--- src/rtl/pcs_regs.svh ---
// Constants for the program counter and stack sequencer.
// Assumes one system clock; included by bare name after the package.
// Operation
// [RL1] Four non-overlapping phases form one instruction cycle
// [RL2] Counter advances at T1; T2-T4 decode and execute
// [RL3] Fetch overlaps execute; branches take two cycles
// [RL4] Counter increments unless control transfers elsewhere
// [RL5] Only low counter byte is software accessible
// [RL6] Low byte write keeps upper bits, same page
// [RL7] Low byte write inserts one dummy cycle
// [RL8] Taken skip discards prefetch, counter plus two
// [RL9] Jump, call, interrupt, reset load target directly
// [RL10] Eight-level stack, invisible to software
// [RL11] Call and interrupt push; returns restore twelve bits
// [RL12] Reset points stack index at top
// [RL13] Full stack withholds interrupt acknowledge until return
// [RL14] Call on full stack still executes, overflows
// [RL15] Acknowledge loads fixed vector per source
// [RL16] Reset clears counter, fetch starts at zero
// [RL17] Interrupt entry acts like a two-cycle call
`ifndef PCS_REGS_SVH
`define PCS_REGS_SVH

`define PCS_PC_W        12
`define PCS_PAGE_W      8
`define PCS_RESET_PC    12'h000
`define PCS_STACK_DEPTH 8
`define PCS_IRQ_NUM     6
`define PCS_VEC_CMP     12'h004
`define PCS_VEC_EXT0    12'h008
`define PCS_VEC_MULTI   12'h00c
`define PCS_VEC_PWM     12'h010
`define PCS_VEC_TMR0    12'h014
`define PCS_VEC_TMR1    12'h018

`endif

--- src/rtl/pcs_pkg.sv ---
// Types for the program counter and stack sequencer.
// Assumes nothing beyond a SystemVerilog compiler.
package pcs_pkg;

  typedef enum logic [1:0] {
    PCS_PH_T1,
    PCS_PH_T2,
    PCS_PH_T3,
    PCS_PH_T4
  } pcs_phase_t;

  typedef enum logic [2:0] {
    PCS_OP_NONE,
    PCS_OP_SKIP,
    PCS_OP_PCL_WR,
    PCS_OP_JUMP,
    PCS_OP_CALL,
    PCS_OP_RET,
    PCS_OP_RETURN_INTERRUPT
  } pcs_op_t;

endpackage : pcs_pkg

--- src/rtl/pcs_stack_if.sv ---
// Connection between the sequencer and its return-address memory.
// Assumes both ends share sys_clk_in.
interface pcs_stack_if #(
  parameter int ADDR_W = 3,
  parameter int DATA_W = 12
);
  logic              wr_en;
  logic [ADDR_W-1:0] wr_addr;
  logic [DATA_W-1:0] wr_data;
  logic [ADDR_W-1:0] rd_addr;
  logic [DATA_W-1:0] rd_data;

  modport owner (output wr_en, output wr_addr, output wr_data,
                 output rd_addr, input rd_data);
  modport mem   (input wr_en, input wr_addr, input wr_data,
                 input rd_addr, output rd_data);
endinterface : pcs_stack_if

--- src/rtl/pcs_sequencer.sv ---
// Program counter, phase generator and return stack of the core.
// Assumes the decoder presents op_in and its operands during T4 of an
// executing cycle, and program memory returns instr_in by T4.
`include "pcs_regs.svh"

module pcs_sequencer #(
  parameter int INSTR_W = 15,
  parameter int DEPTH   = `PCS_STACK_DEPTH
) (
  // Clock and reset
  input  wire logic                     sys_clk_in,
  input  wire logic                     srst_in,
  // Program memory fetch port
  output logic                          fetch_req_out,
  output logic [`PCS_PC_W-1:0]          fetch_addr_out,
  input  wire logic [INSTR_W-1:0]       instr_in,
  // Decoder side
  output logic [3:0]                    clock_phases_out,
  output logic [INSTR_W-1:0]            instr_out,
  output logic                          exec_valid_out,
  output logic [`PCS_PAGE_W-1:0]        pc_low_byte_out,
  input  wire pcs_pkg::pcs_op_t         op_in,
  input  wire logic [`PCS_PC_W-1:0]     jump_target_in,
  input  wire logic [`PCS_PAGE_W-1:0]   pc_low_byte_wdata_in,
  // Interrupt request logic
  input  wire logic [`PCS_IRQ_NUM-1:0]  irq_req_in,
  output logic                          irq_ack_out,
  output logic [`PCS_IRQ_NUM-1:0]       irq_ack_src_out,
  output logic                          stack_full_out
);
  import pcs_pkg::*;

  localparam int PTR_W = $clog2(DEPTH);
  localparam int CNT_W = PTR_W + 1;
  localparam logic [CNT_W-1:0] CNT_FULL = CNT_W'(DEPTH);
  localparam logic [CNT_W-1:0] CNT_ONE  = CNT_W'(1);

  // Lowest-numbered pending source wins
  function automatic logic [`PCS_IRQ_NUM-1:0] pick_irq(
    input logic [`PCS_IRQ_NUM-1:0] req
  );
    logic [`PCS_IRQ_NUM-1:0] one;
    one = '0;
    for (int i = `PCS_IRQ_NUM - 1; i >= 0; i--) begin
      if (req[i]) begin
        one = '0;
        one[i] = 1'b1;
      end
    end
    return one;
  endfunction : pick_irq

  // Fixed entry address of a one-hot source
  function automatic logic [`PCS_PC_W-1:0] irq_vector(
    input logic [`PCS_IRQ_NUM-1:0] one
  );
    logic [`PCS_PC_W-1:0] vec;
    vec = `PCS_RESET_PC;
    unique case (1'b1)
      one[0]:  vec = `PCS_VEC_CMP;
      one[1]:  vec = `PCS_VEC_EXT0;
      one[2]:  vec = `PCS_VEC_MULTI;
      one[3]:  vec = `PCS_VEC_PWM;
      one[4]:  vec = `PCS_VEC_TMR0;
      one[5]:  vec = `PCS_VEC_TMR1;
      default: vec = `PCS_RESET_PC;
    endcase
    return vec;
  endfunction : irq_vector

  pcs_stack_if #(.ADDR_W(PTR_W), .DATA_W(`PCS_PC_W)) stk ();

  pcs_stack_mem #(.DEPTH(DEPTH)) u_stack (
    .sys_clk_in (sys_clk_in),
    .stk        (stk)
  );

  pcs_phase_t            phase;
  pcs_phase_t            next_phase;
  logic [`PCS_PC_W-1:0]  pc;
  logic [`PCS_PC_W-1:0]  next_pc;
  logic [CNT_W-1:0]      stack_index;
  logic [CNT_W-1:0]      next_stack_index;
  logic                  prefetch_ok;
  logic                  next_prefetch_ok;
  logic [3:0]            next_clock_phases;
  logic                  next_fetch_req;
  logic [`PCS_PC_W-1:0]  next_fetch_addr;
  logic [INSTR_W-1:0]    next_instr;
  logic                  next_exec_valid;
  logic [`PCS_PAGE_W-1:0] next_pc_low_byte;
  logic                  next_irq_ack;
  logic [`PCS_IRQ_NUM-1:0] next_irq_ack_src;
  logic                  next_stack_full;
  logic                  act;
  logic                  irq_take;
  logic [`PCS_IRQ_NUM-1:0] irq_one;
  logic                  branch;
  logic [`PCS_PC_W-1:0]  branch_addr;

  // Stack write and read addresses
  always_comb begin
    act       = (phase == PCS_PH_T4) && exec_valid_out;
    irq_one   = pick_irq(irq_req_in);
    irq_take  = (phase == PCS_PH_T4) && (irq_req_in != '0) &&
                (!act || op_in == PCS_OP_NONE || op_in == PCS_OP_PCL_WR ||
                 op_in == PCS_OP_SKIP) &&
                (stack_index != CNT_FULL) &&
                !(act && op_in inside {PCS_OP_SKIP, PCS_OP_PCL_WR}); // RL13
    stk.wr_en   = (phase == PCS_PH_T4) &&
                  ((act && op_in == PCS_OP_CALL) || irq_take); // RL11
    stk.wr_addr = stack_index[PTR_W-1:0];                      // RL14
    stk.wr_data = fetch_addr_out;
    stk.rd_addr = PTR_W'(stack_index - CNT_ONE);
  end

  // Next values of phase, counter, stack index and outputs
  always_comb begin
    next_phase        = phase;
    next_pc           = pc;
    next_stack_index  = stack_index;
    next_prefetch_ok  = prefetch_ok;
    next_fetch_req    = 1'b0;
    next_fetch_addr   = fetch_addr_out;
    next_instr        = instr_out;
    next_exec_valid   = exec_valid_out;
    next_pc_low_byte  = pc_low_byte_out;
    next_irq_ack      = 1'b0;
    next_irq_ack_src  = irq_ack_src_out;
    branch            = 1'b0;
    branch_addr       = pc;
    unique case (phase)
      PCS_PH_T1: next_phase = PCS_PH_T2; // RL1
      PCS_PH_T2: next_phase = PCS_PH_T3;
      PCS_PH_T3: next_phase = PCS_PH_T4;
      PCS_PH_T4: next_phase = PCS_PH_T1;
    endcase
    next_clock_phases = 4'h0;
    next_clock_phases[next_phase] = 1'b1;
    if (phase == PCS_PH_T4) begin
      // Fetch next instruction and advance the counter
      next_fetch_req   = 1'b1;                                 // RL2
      next_fetch_addr  = pc;                                   // RL3
      next_pc_low_byte = fetch_addr_out[`PCS_PAGE_W-1:0];      // RL5
      next_pc          = `PCS_PC_W'(pc + `PCS_PC_W'(1));       // RL4
      next_instr       = instr_in;
      next_exec_valid  = prefetch_ok;
      next_prefetch_ok = 1'b1;
      if (act) begin
        unique case (op_in)
          PCS_OP_NONE: begin
          end
          PCS_OP_SKIP: begin
            next_exec_valid = 1'b0;                            // RL8
          end
          PCS_OP_PCL_WR: begin
            branch      = 1'b1;                                // RL7
            branch_addr = {fetch_addr_out[`PCS_PC_W-1:`PCS_PAGE_W],
                           pc_low_byte_wdata_in};              // RL6
          end
          PCS_OP_JUMP: begin
            branch      = 1'b1;                                // RL3
            branch_addr = jump_target_in;                      // RL9
          end
          PCS_OP_CALL: begin
            branch      = 1'b1;
            branch_addr = jump_target_in;                      // RL9
            if (stack_index != CNT_FULL) begin
              next_stack_index = CNT_W'(stack_index + CNT_ONE);
            end                                                // RL14
          end
          PCS_OP_RET, PCS_OP_RETURN_INTERRUPT: begin
            branch           = 1'b1;
            branch_addr      = stk.rd_data;                    // RL11
            next_stack_index = CNT_W'(stack_index - CNT_ONE);
          end
          default: begin
          end
        endcase
      end
      if (irq_take) begin
        branch           = 1'b1;
        branch_addr      = irq_vector(irq_one);                // RL15
        next_stack_index = CNT_W'(stack_index + CNT_ONE);
        next_irq_ack     = 1'b1;
        next_irq_ack_src = irq_one;
      end
      // Fetch the target now; the discarded prefetch is the dummy
      if (branch) begin
        next_fetch_addr = branch_addr;                         // RL9
        next_pc         = `PCS_PC_W'(branch_addr + `PCS_PC_W'(1));
        next_exec_valid = 1'b0;                                // RL17
      end
    end
    next_stack_full = (next_stack_index == CNT_FULL);
  end

  always_ff @(posedge sys_clk_in) begin
    if (srst_in) begin
      phase            <= PCS_PH_T4;
      pc               <= `PCS_RESET_PC;                       // RL16
      stack_index      <= '0;                                  // RL12
      prefetch_ok      <= 1'b0;
      clock_phases_out <= 4'h0;
      fetch_req_out    <= 1'b0;
      fetch_addr_out   <= `PCS_RESET_PC;
      instr_out        <= '0;
      exec_valid_out   <= 1'b0;
      pc_low_byte_out  <= '0;
      irq_ack_out      <= 1'b0;
      irq_ack_src_out  <= '0;
      stack_full_out   <= 1'b0;
    end else begin
      phase            <= next_phase;
      pc               <= next_pc;
      stack_index      <= next_stack_index;
      prefetch_ok      <= next_prefetch_ok;
      clock_phases_out <= next_clock_phases;
      fetch_req_out    <= next_fetch_req;
      fetch_addr_out   <= next_fetch_addr;
      instr_out        <= next_instr;
      exec_valid_out   <= next_exec_valid;
      pc_low_byte_out  <= next_pc_low_byte;
      irq_ack_out      <= next_irq_ack;
      irq_ack_src_out  <= next_irq_ack_src;
      stack_full_out   <= next_stack_full;
    end
  end
endmodule : pcs_sequencer

--- src/rtl/pcs_stack_mem.sv ---
// Return-address memory with registered read data.
// Assumes writes and reads come from the sequencer on the same clock.
module pcs_stack_mem #(
  parameter int DEPTH = 8
) (
  // Clock
  input wire logic    sys_clk_in,
  // Memory port
  pcs_stack_if.mem    stk
);
  logic [$bits(stk.wr_data)-1:0] mem [DEPTH];
  logic [$bits(stk.wr_data)-1:0] rd_q;

  always_ff @(posedge sys_clk_in) begin
    if (stk.wr_en) begin
      mem[stk.wr_addr] <= stk.wr_data; // RL10
    end
    rd_q <= mem[stk.rd_addr];
  end

  assign stk.rd_data = rd_q;
endmodule : pcs_stack_mem

--- config.mk ---
export PLATFORM = sky130hd
export DESIGN_NAME = pcs_sequencer
export DESIGN_NICKNAME = d
export VERILOG_FILES = /design/src/rtl/pcs_pkg.sv /design/src/rtl/pcs_stack_if.sv /design/src/rtl/pcs_sequencer.sv /design/src/rtl/pcs_stack_mem.sv
export VERILOG_INCLUDE_DIRS = /design/src /design/src/rtl
export SDC_FILE = /design/constraint.sdc
export NUM_CORES = 1
export LEC_CHECK = 0
export BUFFER_PORTS_ARGS = -buffer_cell sky130_fd_sc_hd__buf_2
export CAP_MARGIN = 20
export CORE_MARGIN = 10
export CORE_UTILIZATION = 30
export CTS_CLUSTER_SIZE = 16
export DETAILED_ROUTE_END_ITERATION = 8
export GPL_TIMING_DRIVEN = 0
export HOLD_SLACK_MARGIN = 0.1
export PLACE_DENSITY = 0.59
export SYNTH_ARGS = -nofsm -noshare
export SYNTH_HDL_FRONTEND = slang
export SYNTH_HIERARCHICAL = 1
export SYNTH_SLANG_ARGS = --single-unit
export TNS_END_PERCENT = 10
--- constraint.sdc ---
create_clock -name sys_clk_in -period 3.73 [get_ports sys_clk_in]
set_clock_uncertainty 0.2 [all_clocks]
set_input_delay 0 -clock sys_clk_in [delete_from_list [all_inputs] [get_ports sys_clk_in]]
set_output_delay 0 -clock sys_clk_in [all_outputs]
set_load 0.02 [all_outputs]
# Word level (Yosys, flattened, before mapping)
# Memories as Yosys holds them, arrays and structs flattened. A register that Yosys moved wholly into a read port is not among the register bits.
# Cells that the tools add are included.
dict set report totals {
  elab_cells 88
  in_bits 46
  memories 1
  mem_bits_rw 96
  regBits 68
}
dict set report classes {
  eq_ne 11
  n_bitwise 1
  add_sub_neg 4
  mux 32
  reduce_logical 24
  n_lt_le_gt_ge 2
}
# name depth word_bits rd rd_clocked_by_memory_dff wr line
set mem_list {}
lappend mem_list {u_stack.mem 8 12 1 1 1 pcs_stack_mem.sv:11} ;# logic [$bits(stk.wr_data)-1:0] mem [DEPTH];
# operator n
set ops {}
lappend ops {{12-bit two-way mux} 5}
lappend ops {{6-bit two-way mux} 6}
lappend ops {{12-bit case mux with 3 select lines} 1}
lappend ops {{5-bit case mux with 6 select lines} 1}
lappend ops {{12-bit by 1-bit adder with 12-bit output, second input constant} 2}
lappend ops {{4-bit two-way mux} 4}
lappend ops {{1-bit two-way mux} 12}
lappend ops {{3-bit == test, second input constant} 3}
lappend ops {{1-bit logical AND} 9}
lappend ops {{2-bit case mux with 4 select lines} 1}
lappend ops {{4-bit case mux with 2 select lines} 1}
lappend ops {{3-bit by 2-bit == test with 1-bit output, second input constant} 2}
lappend ops {{6-bit nonzero test} 1}
lappend ops {{2-bit OR reduction} 3}
lappend ops {{5-bit OR reduction} 1}
lappend ops {{4-bit by 1-bit adder with 4-bit output, second input constant} 1}
lappend ops {{2-bit == test, second input constant} 2}
lappend ops {{4-bit == test, second input constant} 1}
lappend ops {{1-bit logical OR} 4}
lappend ops {{4-bit inequality test, second input constant} 1}
lappend ops {{4-bit by 1-bit subtractor with 4-bit output, second input constant} 1}
lappend ops {{3-bit by 1-bit == test with 1-bit output, second input constant} 1}
lappend ops {{3-bit zero test} 1}
lappend ops {{2-bit by 3-bit less-than comparator with 1-bit output, second input constant} 1}
lappend ops {{other kinds (8)} 9}

# Logic depth before layout (Yosys ltp)
# Gate-level depths: netlist of run 1.
dict set report logic_depth {
  word_depth 13
  ltp_mapped 14
  mapped_depth_nobuf 11
}

# Cells and area by module
# Netlist of run 1, hierarchy kept.
# mod area_each_um2 seq_area_each_um2 cells_per_inst n_inst
set modules_own_cells {}
lappend modules_own_cells {pcs_stack_mem 3987.6 3123.0 164 1}
lappend modules_own_cells {pcs_sequencer 3896.2 1361.3 441 1}

# Worst setup path after synthesis of run 1
# Ideal clock, no wire load.
dict set report synth_timing {
  kind {register to register}
  start {reg stack_index[0]}
  end {mem u_stack/mem[0][0] in the netlist's numbering (enable)}
  period_less_slack_ps 3466
  t_arrival_ps 2870
  required_ps 3134
  path_stages_with_launch 12
  slack_ps 264
  path_cell_list {dfxtp_1 inv_1 ha_1 nand3b_1 and3_1 clkbuf_1 nand2_1 buf_2 clkbuf_1 nand2_1 nand2b_1 nor3_1}
}
dict set report synth_between {
  elab_chain_len 7
}
# element line
set synth_rtl {}
lappend synth_rtl {{start: declaration} pcs_sequencer.sv:82} ;# logic [CNT_W-1:0] stack_index;
lappend synth_rtl {{start signal: assignment} pcs_sequencer.sv:216} ;# stack_index <= next_stack_index;
lappend synth_rtl {{4-bit inequality test} pcs_sequencer.sv:108} ;# (stack_index != CNT_FULL) &&
lappend synth_rtl {{1-bit logical AND} pcs_sequencer.sv:107} ;# op_in == PCS_OP_SKIP) &&
lappend synth_rtl {{1-bit logical AND} pcs_sequencer.sv:108}
lappend synth_rtl {{1-bit logical OR} pcs_sequencer.sv:111} ;# ((act && op_in == PCS_OP_CALL) || irq_take);
lappend synth_rtl {{1-bit logical AND} pcs_sequencer.sv:110} ;# stk.wr_en = (phase == PCS_PH_T4) &&
lappend synth_rtl {{via stk.wr_en} pcs_stack_if.sv:7} ;# logic wr_en;
lappend synth_rtl {{1-bit two-way mux} pcs_stack_mem.sv:15} ;# if (stk.wr_en) begin
lappend synth_rtl {{1-bit two-way mux (not written as such)} pcs_stack_mem.sv:16} ;# mem[stk.wr_addr] <= stk.wr_data;
lappend synth_rtl {{end: declaration} pcs_stack_mem.sv:11}
# The timed path passes the listed nets, and every way through them passes these cells.

# Worst setup path in the final report of run 1
dict set report layout_timing {
  start {reg stack_index[0]}
  end {mem u_stack/mem[0][6] in the netlist's numbering (enable)}
}
# The elaborated chain is that of the path after synthesis.

==> out/results.tsv, run 1 <==
stage	metric	value	unit
worst_hold_path	Hold Crit Class	in -> reg	
finish	final-stage net count	804	
floorplanning	num rows	59	
worst_setup_path	Worst EP arrival	3.40	ns
clock_tree	clock slew at reported path FFs	0.07	ns
route	First-pass DRT Iterations	5	
timing	Final Cycle Share	92.6	%
yosys	fraction of registers with async set/reset	0	%
power_and_ir_drop	Seq pwr share	40.6	%
placed_design	Buffers on Ports	93	
route	Post-Route M1 WL	9770	µm
yosys	Area contributors post-synth	edfxtp_1 37%, dfxtp_1 20%, mux4_1 7.0%, mux2i_1 4.6%, nor2_1 3.4%	
finish	fill cell count	2508	
clock_tree	clock sink count	176	
timing	Worst Tran Pin Value	0.838	ns
power_and_ir_drop	switching share of power	33.4	%
worst_setup_path	kind of critical path	reg -> reg	
route	final wirelength	21000	µm
route	Iter 0 DRT Violations	524	
timing	min Tclk post-route	3.46	ns
clock_tree	CTS tree	built	
worst_setup_path	CP endpoint kind	flip-flop	
power_and_ir_drop	worst vdd ir	0.290	mV
outcome	status	finished, final reports clean	
floorplanning	total core area	0.0260	mm²
placed_design	hpwl dp	15100	µm
worst_setup_path	critical path peak fanout	19	
yosys	leading area contributor after synthesis	edfxtp_1	
yosys	Syn Std Cell Area	0.00788	mm²
floorplanning	Die Y	182	µm
yosys	Yosys cell types	75	
route	wire per inst	19.1	µm
route	Via density	5.00	
finish	ant diodes	0	
finish	multi-input combinational cell area	0.00313	mm²
timing	hold_ws	0.132	ns
clock_tree	maximum root-to-sink buffer count	2	
floorplanning	die width	182	µm
worst_setup_path	startpoint types	flip-flop	
timing	Final Max Tran Viols	0	
clock_tree	total CTS buffers	17	
finish	Area Growth Syn to Fin	23.8	%
yosys	Yosys top cell area share	36.6	%
global_routing	vias in the first global route	5465	
power_and_ir_drop	P per Cell Area	649	mW/mm²
route	highest metal used	met4	
yosys	Post-synth EDFFs	96	
clock_tree	clock network latency to the later pin of the worst-skew pair	0.44	ns
timing	Fmax	289	MHz
route	met3 routed WL	1020	µm
yosys	Yosys Warn Count	6	
global_routing	first-pass GRT wire length	32400	µm
timing	Slew headroom	44.1	%
yosys	Cells after Synth	605	
timing	Hold Vio Cnt, Final	0	
route	DRC viols	0	
floorplanning	I/O Pins	95	
global_routing	Overall Global Routing Usage	12.6	%
finish	commonest non-fill, non-tap cell in the layout	buf_2	
timing	final worst slack	0.275	ns
finish	share of cells above drive strength 1	27.1	%
route	antenna-violating nets left	0	
power_and_ir_drop	Net Switching	2120	µW
job	Max-cap violations	0	
power_and_ir_drop	Clk pwr share	28.3	%
yosys	post-synthesis sequential element count	176	
global_routing	antenna violations before repair	0	
yosys	Top FF cell, synth	edfxtp_1	
placed_design	Area after DPL	0.00887	mm²
power_and_ir_drop	P_int	4210	µW
floorplanning	Initial Util	30.3	%
route	met2 wire length	9780	µm
yosys	register area share after synthesis	56.9	%
yosys	Post-Syn Area per Cell	13.0	µm²
floorplanning	Total Die Area	0.0332	mm²
placed_design	Routability Congestion	0.844	
yosys	Post-Synthesis Net Count	659	
clock_tree	clock root buffer	clkbuf_16	
power_and_ir_drop	LEAKAGE	0.00383	µW
worst_setup_path	Data required, critical path	3.67	ns
timing	RSZ-0062 raised after global routing	false	
power_and_ir_drop	combinational share of power	31.2	%
global_routing	largest net degree at the start of global routing	20	
clock_tree	CTS H-tree lvls	4	
route	total number of vias	5485	
timing	Setup-failing EPs final	0	
finish	most frequent cells in the layout	103 x buf_2, 96 x edfxtp_1, 78 x dfxtp_1	
global_routing	global route overflow	0	
placed_design	setup slack at placement	-0.436	ns
finish	register area	0.00449	mm²
finish	final instance area	0.00976	mm²
## final cells by class
cell class	count	area share (%)
inverter	14	0.538
multi-input combinational	373	32.1
clock buffer	19	4.76
tap	335	4.29
sequential	176	46.0
clock inverter	13	1.42
buffer	41	2.53
timing repair buffer	127	8.40
## power by group through the flow
stage	clock, µW	combinational (µW)	sequential, µW
after floorplan	0	1300	2610
after global placement	0	1880	2610
after detailed placement	0	1930	2620
after CTS	1830	1960	2580
after global routing	1910	2130	2610
final	1790	1970	2570
## kinds of logic (layout without fill, tap and decap cells)
group	count (synthesis)	in the layout	share of synthesized area, %
simple gates	179	179	11.8
flops	176	176	56.9
mux	81	81	15.6
xor+xnor	8	8	0.889
fa+ha+maj	8	8	1.27
compound gates	97	97	9.87
buf+inv	56	214	3.75
## worst max-delay path, stage by stage, from the launching register on
cell and delay [ns]:
dfxtp_2 0.48, inv_1 0.11, ha_1 0.28, nand3b_1 0.18, and3_1 0.17, clkbuf_1 0.25, nand2_1 0.20, buf_6 0.22
nand2_1 0.12, nand2b_1 0.14, nor3_2 0.59, buf_6 0.23
## Yosys cell counts, types with 4 or more instances
cell / number
a211o_1: 4
a211oi_1: 12
a21oi_1: 16
a221oi_1: 9
a2bb2oi_1: 4
buf_1: 4
buf_2: 11
buf_6: 4
clkbuf_1: 18
dfxtp_1: 80
edfxtp_1: 96
ha_1: 8
inv_1: 14
mux2_2: 20
mux2i_1: 36
mux4_1: 21
mux4_2: 4
nand2_1: 32
nand2b_1: 12
nand3_1: 8
nand3b_1: 6
nor2_1: 71
nor2b_1: 8
nor3_1: 11
o21ai_0: 14
o221a_2: 4
o31ai_1: 5
xnor2_1: 5
## final timing paths
path	startpoint	endpoint	slack [ns]	depth (start not counted)
setup / recovery	stack_index[0]	u_stack/mem[0][6]	0.27	11
hold reg to reg	irq_ack_src_out[1]	irq_ack_src_out[1]	0.25	2
setup reg to reg	stack_index[0]	u_stack/mem[0][6]	0.27	11
hold / removal	jump_target_in[9]	pc[9]	0.13	6
## metrics by stage
| step | setup TNS (ns) | instances | power (µW) | util, % |
|---|---|---|---|---|
| final | 0 | 1098 | 6330 | 37.6 |
| after CTS | 0 | 1098 | 6360 | 37.5 |
| after detailed placement | -14.58 | 1041 | 4550 | 34.1 |
| after global placement | -65.71 | 1033 | 4500 | 33.7 |
| after global routing | 0 | 1098 | 6640 | 37.6 |
| after floorplan | 0 | 605 | 3910 | - |
## per-layer routing
layer | GRT usage (%) | vias to the layer above
li1 | - | 2590
met3 | 2.53 | 27
met2 | 19.7 | 145
met1 | 16.6 | 2723
met5 | 0 | -
met4 | 4.91 | 0
## what timing repair did
action                                  4_1_cts  5_1_grt
pin swaps                                     0        1
hold endpoints to repair                     32        0
endpoints found under the setup margin       89       68
resized for setup                             2        8
setup buffers                                 0        0
hold buffers                                 26        0
## sequential cells by signal, indices dropped and copies added (netlist names)
signal	cells
exec_valid_out	1
clock_phases_out	4
fetch_req_out	1
irq_ack_src_out	6
instr_out	15
fetch_addr_out	12
irq_ack_out	1
pc	12
prefetch_ok	1
stack_index	4
pc_low_byte_out	8
stack_full_out	1
u_stack/stk.rd_data	12
u_stack/mem	96
phase	2
Note: power is estimated with default switching activity, not from simulation.
==> run 2, diff against run 1 <==
- CTS_BUF_LIST: default -> sky130_fd_sc_hd__clkbuf_8
- CTS_CLUSTER_DIAMETER: default -> 30
- REMOVE_ABC_BUFFERS: default -> 1
==> run 2 against run 1 <==
  * Routed wire length is 2.6% lower
  * Maximum frequency shrank 2.2%
  * Utilization up 0.082 points
  * Global-route usage is 0.29 points lower
  * Cell area up 0.22%
  * Register-to-register slack lost 0.08 ns
  * Hold slack lost 0.012 ns
  * Final cell count shrank 0.18%
  * Critical path depth up 1
  * Combinational power about the same
  * First-iteration DRC count shrank 29%
  * Largest cell class unchanged
  * Largest power group unchanged
  * Highest routed layer unchanged
==> out/results.tsv, run 2 (same netlist as run 1, synthesis figures left out) <==
stage	metric	value	unit	change
outcome	status	finished, final reports clean		
placed_design	hpwl dp	13100	µm	-13%
worst_setup_path	reg2reg start	stack_index[0]		
route	First-pass DRT Iterations	7		+2
timing	Final Max Tran Viols	0		unchanged
clock_tree	CTS tree	built		
floorplanning	die width	182	µm	unchanged
timing	Slew headroom	40.5	%	-3.7 points
worst_setup_path	kind of critical path	reg -> reg		
global_routing	antenna violations before repair	0		unchanged
finish	Regs by FF count	u_stack/mem: 96 flops, instr_out: 15 flops		
floorplanning	Initial Util	30.3	%	unchanged
finish	max reg flops	96		unchanged
timing	final worst slack	0.198	ns	-0.0769 ns
route	Iter 0 DRT Violations	372		-29%
route	total number of vias	5474		-0.20%
timing	RSZ-0062 raised after global routing	false		
route	wire per inst	18.6	µm	-2.5%
worst_setup_path	Worst EP arrival	3.71	ns	+0.31 ns
job	Max-cap violations	0		unchanged
worst_setup_path	startpoint types	flip-flop		
clock_tree	clock slew at reported path FFs	0.09	ns	+0.02 ns
placed_design	Buffers on Ports	94		+1.1%
finish	Area Growth Syn to Fin	24.1	%	
finish	most frequent cells in the layout	96 x edfxtp_1, 94 x buf_2, 79 x dfxtp_1		
worst_hold_path	Hold Crit Class	in -> reg		
finish	fill cell count	2518		+0.40%
global_routing	first-pass GRT wire length	32000	µm	-1.3%
placed_design	setup slack at placement	-1.38	ns	-0.947 ns
timing	Fmax	283	MHz	-2.2%
global_routing	vias in the first global route	5564		+1.8%
global_routing	Overall Global Routing Usage	12.3	%	-0.29 points
placed_design	Routability Congestion	0.818		-3.0%
floorplanning	Total Die Area	0.0332	mm²	unchanged
power_and_ir_drop	worst vdd ir	0.306	mV	+5.3%
floorplanning	num rows	59		unchanged
global_routing	global route overflow	0		unchanged
clock_tree	CTS H-tree lvls	4		unchanged
timing	Setup TNS	0	ns	unchanged
power_and_ir_drop	LEAKAGE	0.00381	µW	-0.37%
timing	Setup-failing EPs final	0		unchanged
finish	ant diodes	0		unchanged
timing	Worst Tran Pin Value	0.892	ns	+0.0537 ns
route	DRC viols	0		unchanged
clock_tree	clock sink count	176		unchanged
timing	min Tclk post-route	3.53	ns	+0.0769 ns
worst_setup_path	Critical Path Start	stack_index[0]		
worst_setup_path	CP endpoint kind	flip-flop		
clock_tree	clock root buffer	clkbuf_8		
worst_hold_path	Hold Crit Start	op_in[0]		
global_routing	largest net degree at the start of global routing	43		+110%
finish	Top reg by flops	u_stack/mem		
floorplanning	I/O Pins	95		unchanged
worst_setup_path	Data required, critical path	3.90	ns	+0.23 ns
clock_tree	clock network latency to the later pin of the worst-skew pair	0.47	ns	+0.03 ns
clock_tree	maximum root-to-sink buffer count	2		unchanged
power_and_ir_drop	P per Cell Area	591	mW/mm²	-8.8%
timing	Hold Vio Cnt, Final	0		unchanged
power_and_ir_drop	total power	5790	µW	-8.6%
floorplanning	Die Y	182	µm	unchanged
finish	share of cells above drive strength 1	25.8	%	-1.4 points
route	antenna-violating nets left	0		unchanged
timing	Final Cycle Share	94.7	%	+2.1 points
clock_tree	total CTS buffers	17		unchanged
finish	multi-input combinational cell area	0.00320	mm²	+2.1%
finish	register area	0.00449	mm²	about the same
floorplanning	total core area	0.0260	mm²	unchanged
worst_setup_path	critical path peak fanout	21		+2
timing	hold_ws	0.120	ns	-0.0120 ns
route	final wirelength	20400	µm	-2.6%
route	Via density	4.99		about the same
finish	commonest non-fill, non-tap cell in the layout	edfxtp_1		
finish	final-stage net count	802		-0.25%
==> run 2: per-layer routing <==
| metal | vias up | wire length [µm] | global-route usage [%] |
|---|---|---|---|
| met2 | 172 | 9730 | 19.5 |
| met5 | - | 0 | 0 |
| met4 | 0 | 357 | 4.20 |
| li1 | 2575 | - | - |
| met3 | 24 | 1230 | 3.38 |
| met1 | 2703 | 9100 | 15.7 |
==> run 2: path summary, 6_finish.rpt <==
kind,endpoint,slack [ns],cells after the start
worst max-delay path,pc[8],0.20,12
worst min-delay path,exec_valid_out,0.12,6
worst max register to register,pc[8],0.20,12
worst min register to register,prefetch_ok,0.28,2
==> run 2: cell type report <==
type / count / share of cell area (%)
clock inverter: 14 / 1.23
clock buffer: 18 / 2.53
timing repair buffer: 166 / 12.8
multi-input combinational: 373 / 32.7
inverter: 14 / 0.576
sequential: 176 / 45.9
tap: 335 / 4.29
==> run 2: worst max-delay path, cell delays in order, from the launching register on <==
cell,delay (ns)
dfxtp_2,0.52
clkinvlp_4,0.21
buf_16,0.19
ha_2,0.25
nand3b_1,0.14
and3_4,0.36
nand2_4,0.24
and2_1,0.26
ha_1,0.25
nand4_1,0.17
nor4b_4,0.09
a211o_1,0.28
a311oi_1,0.27
==> run 2: report_power, final <==
part           internal, µW  leakage (µW)  switching [µW]  total (µW)
Combinational           935       0.00205            1030        1960
Sequential             2370       0.00157             202        2580
Clock                   544      0.000192             704        1250
Total                  3850       0.00381            1930        5790
==> run 2: repair_timing <==
action                                 4_1_cts  5_1_grt
buffers inserted                             1        1
gates cloned                                 1        0
setup endpoints to repair                  126        4
endpoints found under the hold margin       46        0
pin swaps                                    1        2
resized for setup                           14        2
hold buffers                                60        0
==> run 2: metrics by stage <==
stage	util, %	instances	cell area (µm²)
final	37.6	1096	9780
after global placement	32.8	992	8530
after global routing	37.6	1096	9780
after CTS	37.6	1095	9770
after detailed placement	33.5	1001	8710
after floorplan	-	563	7640
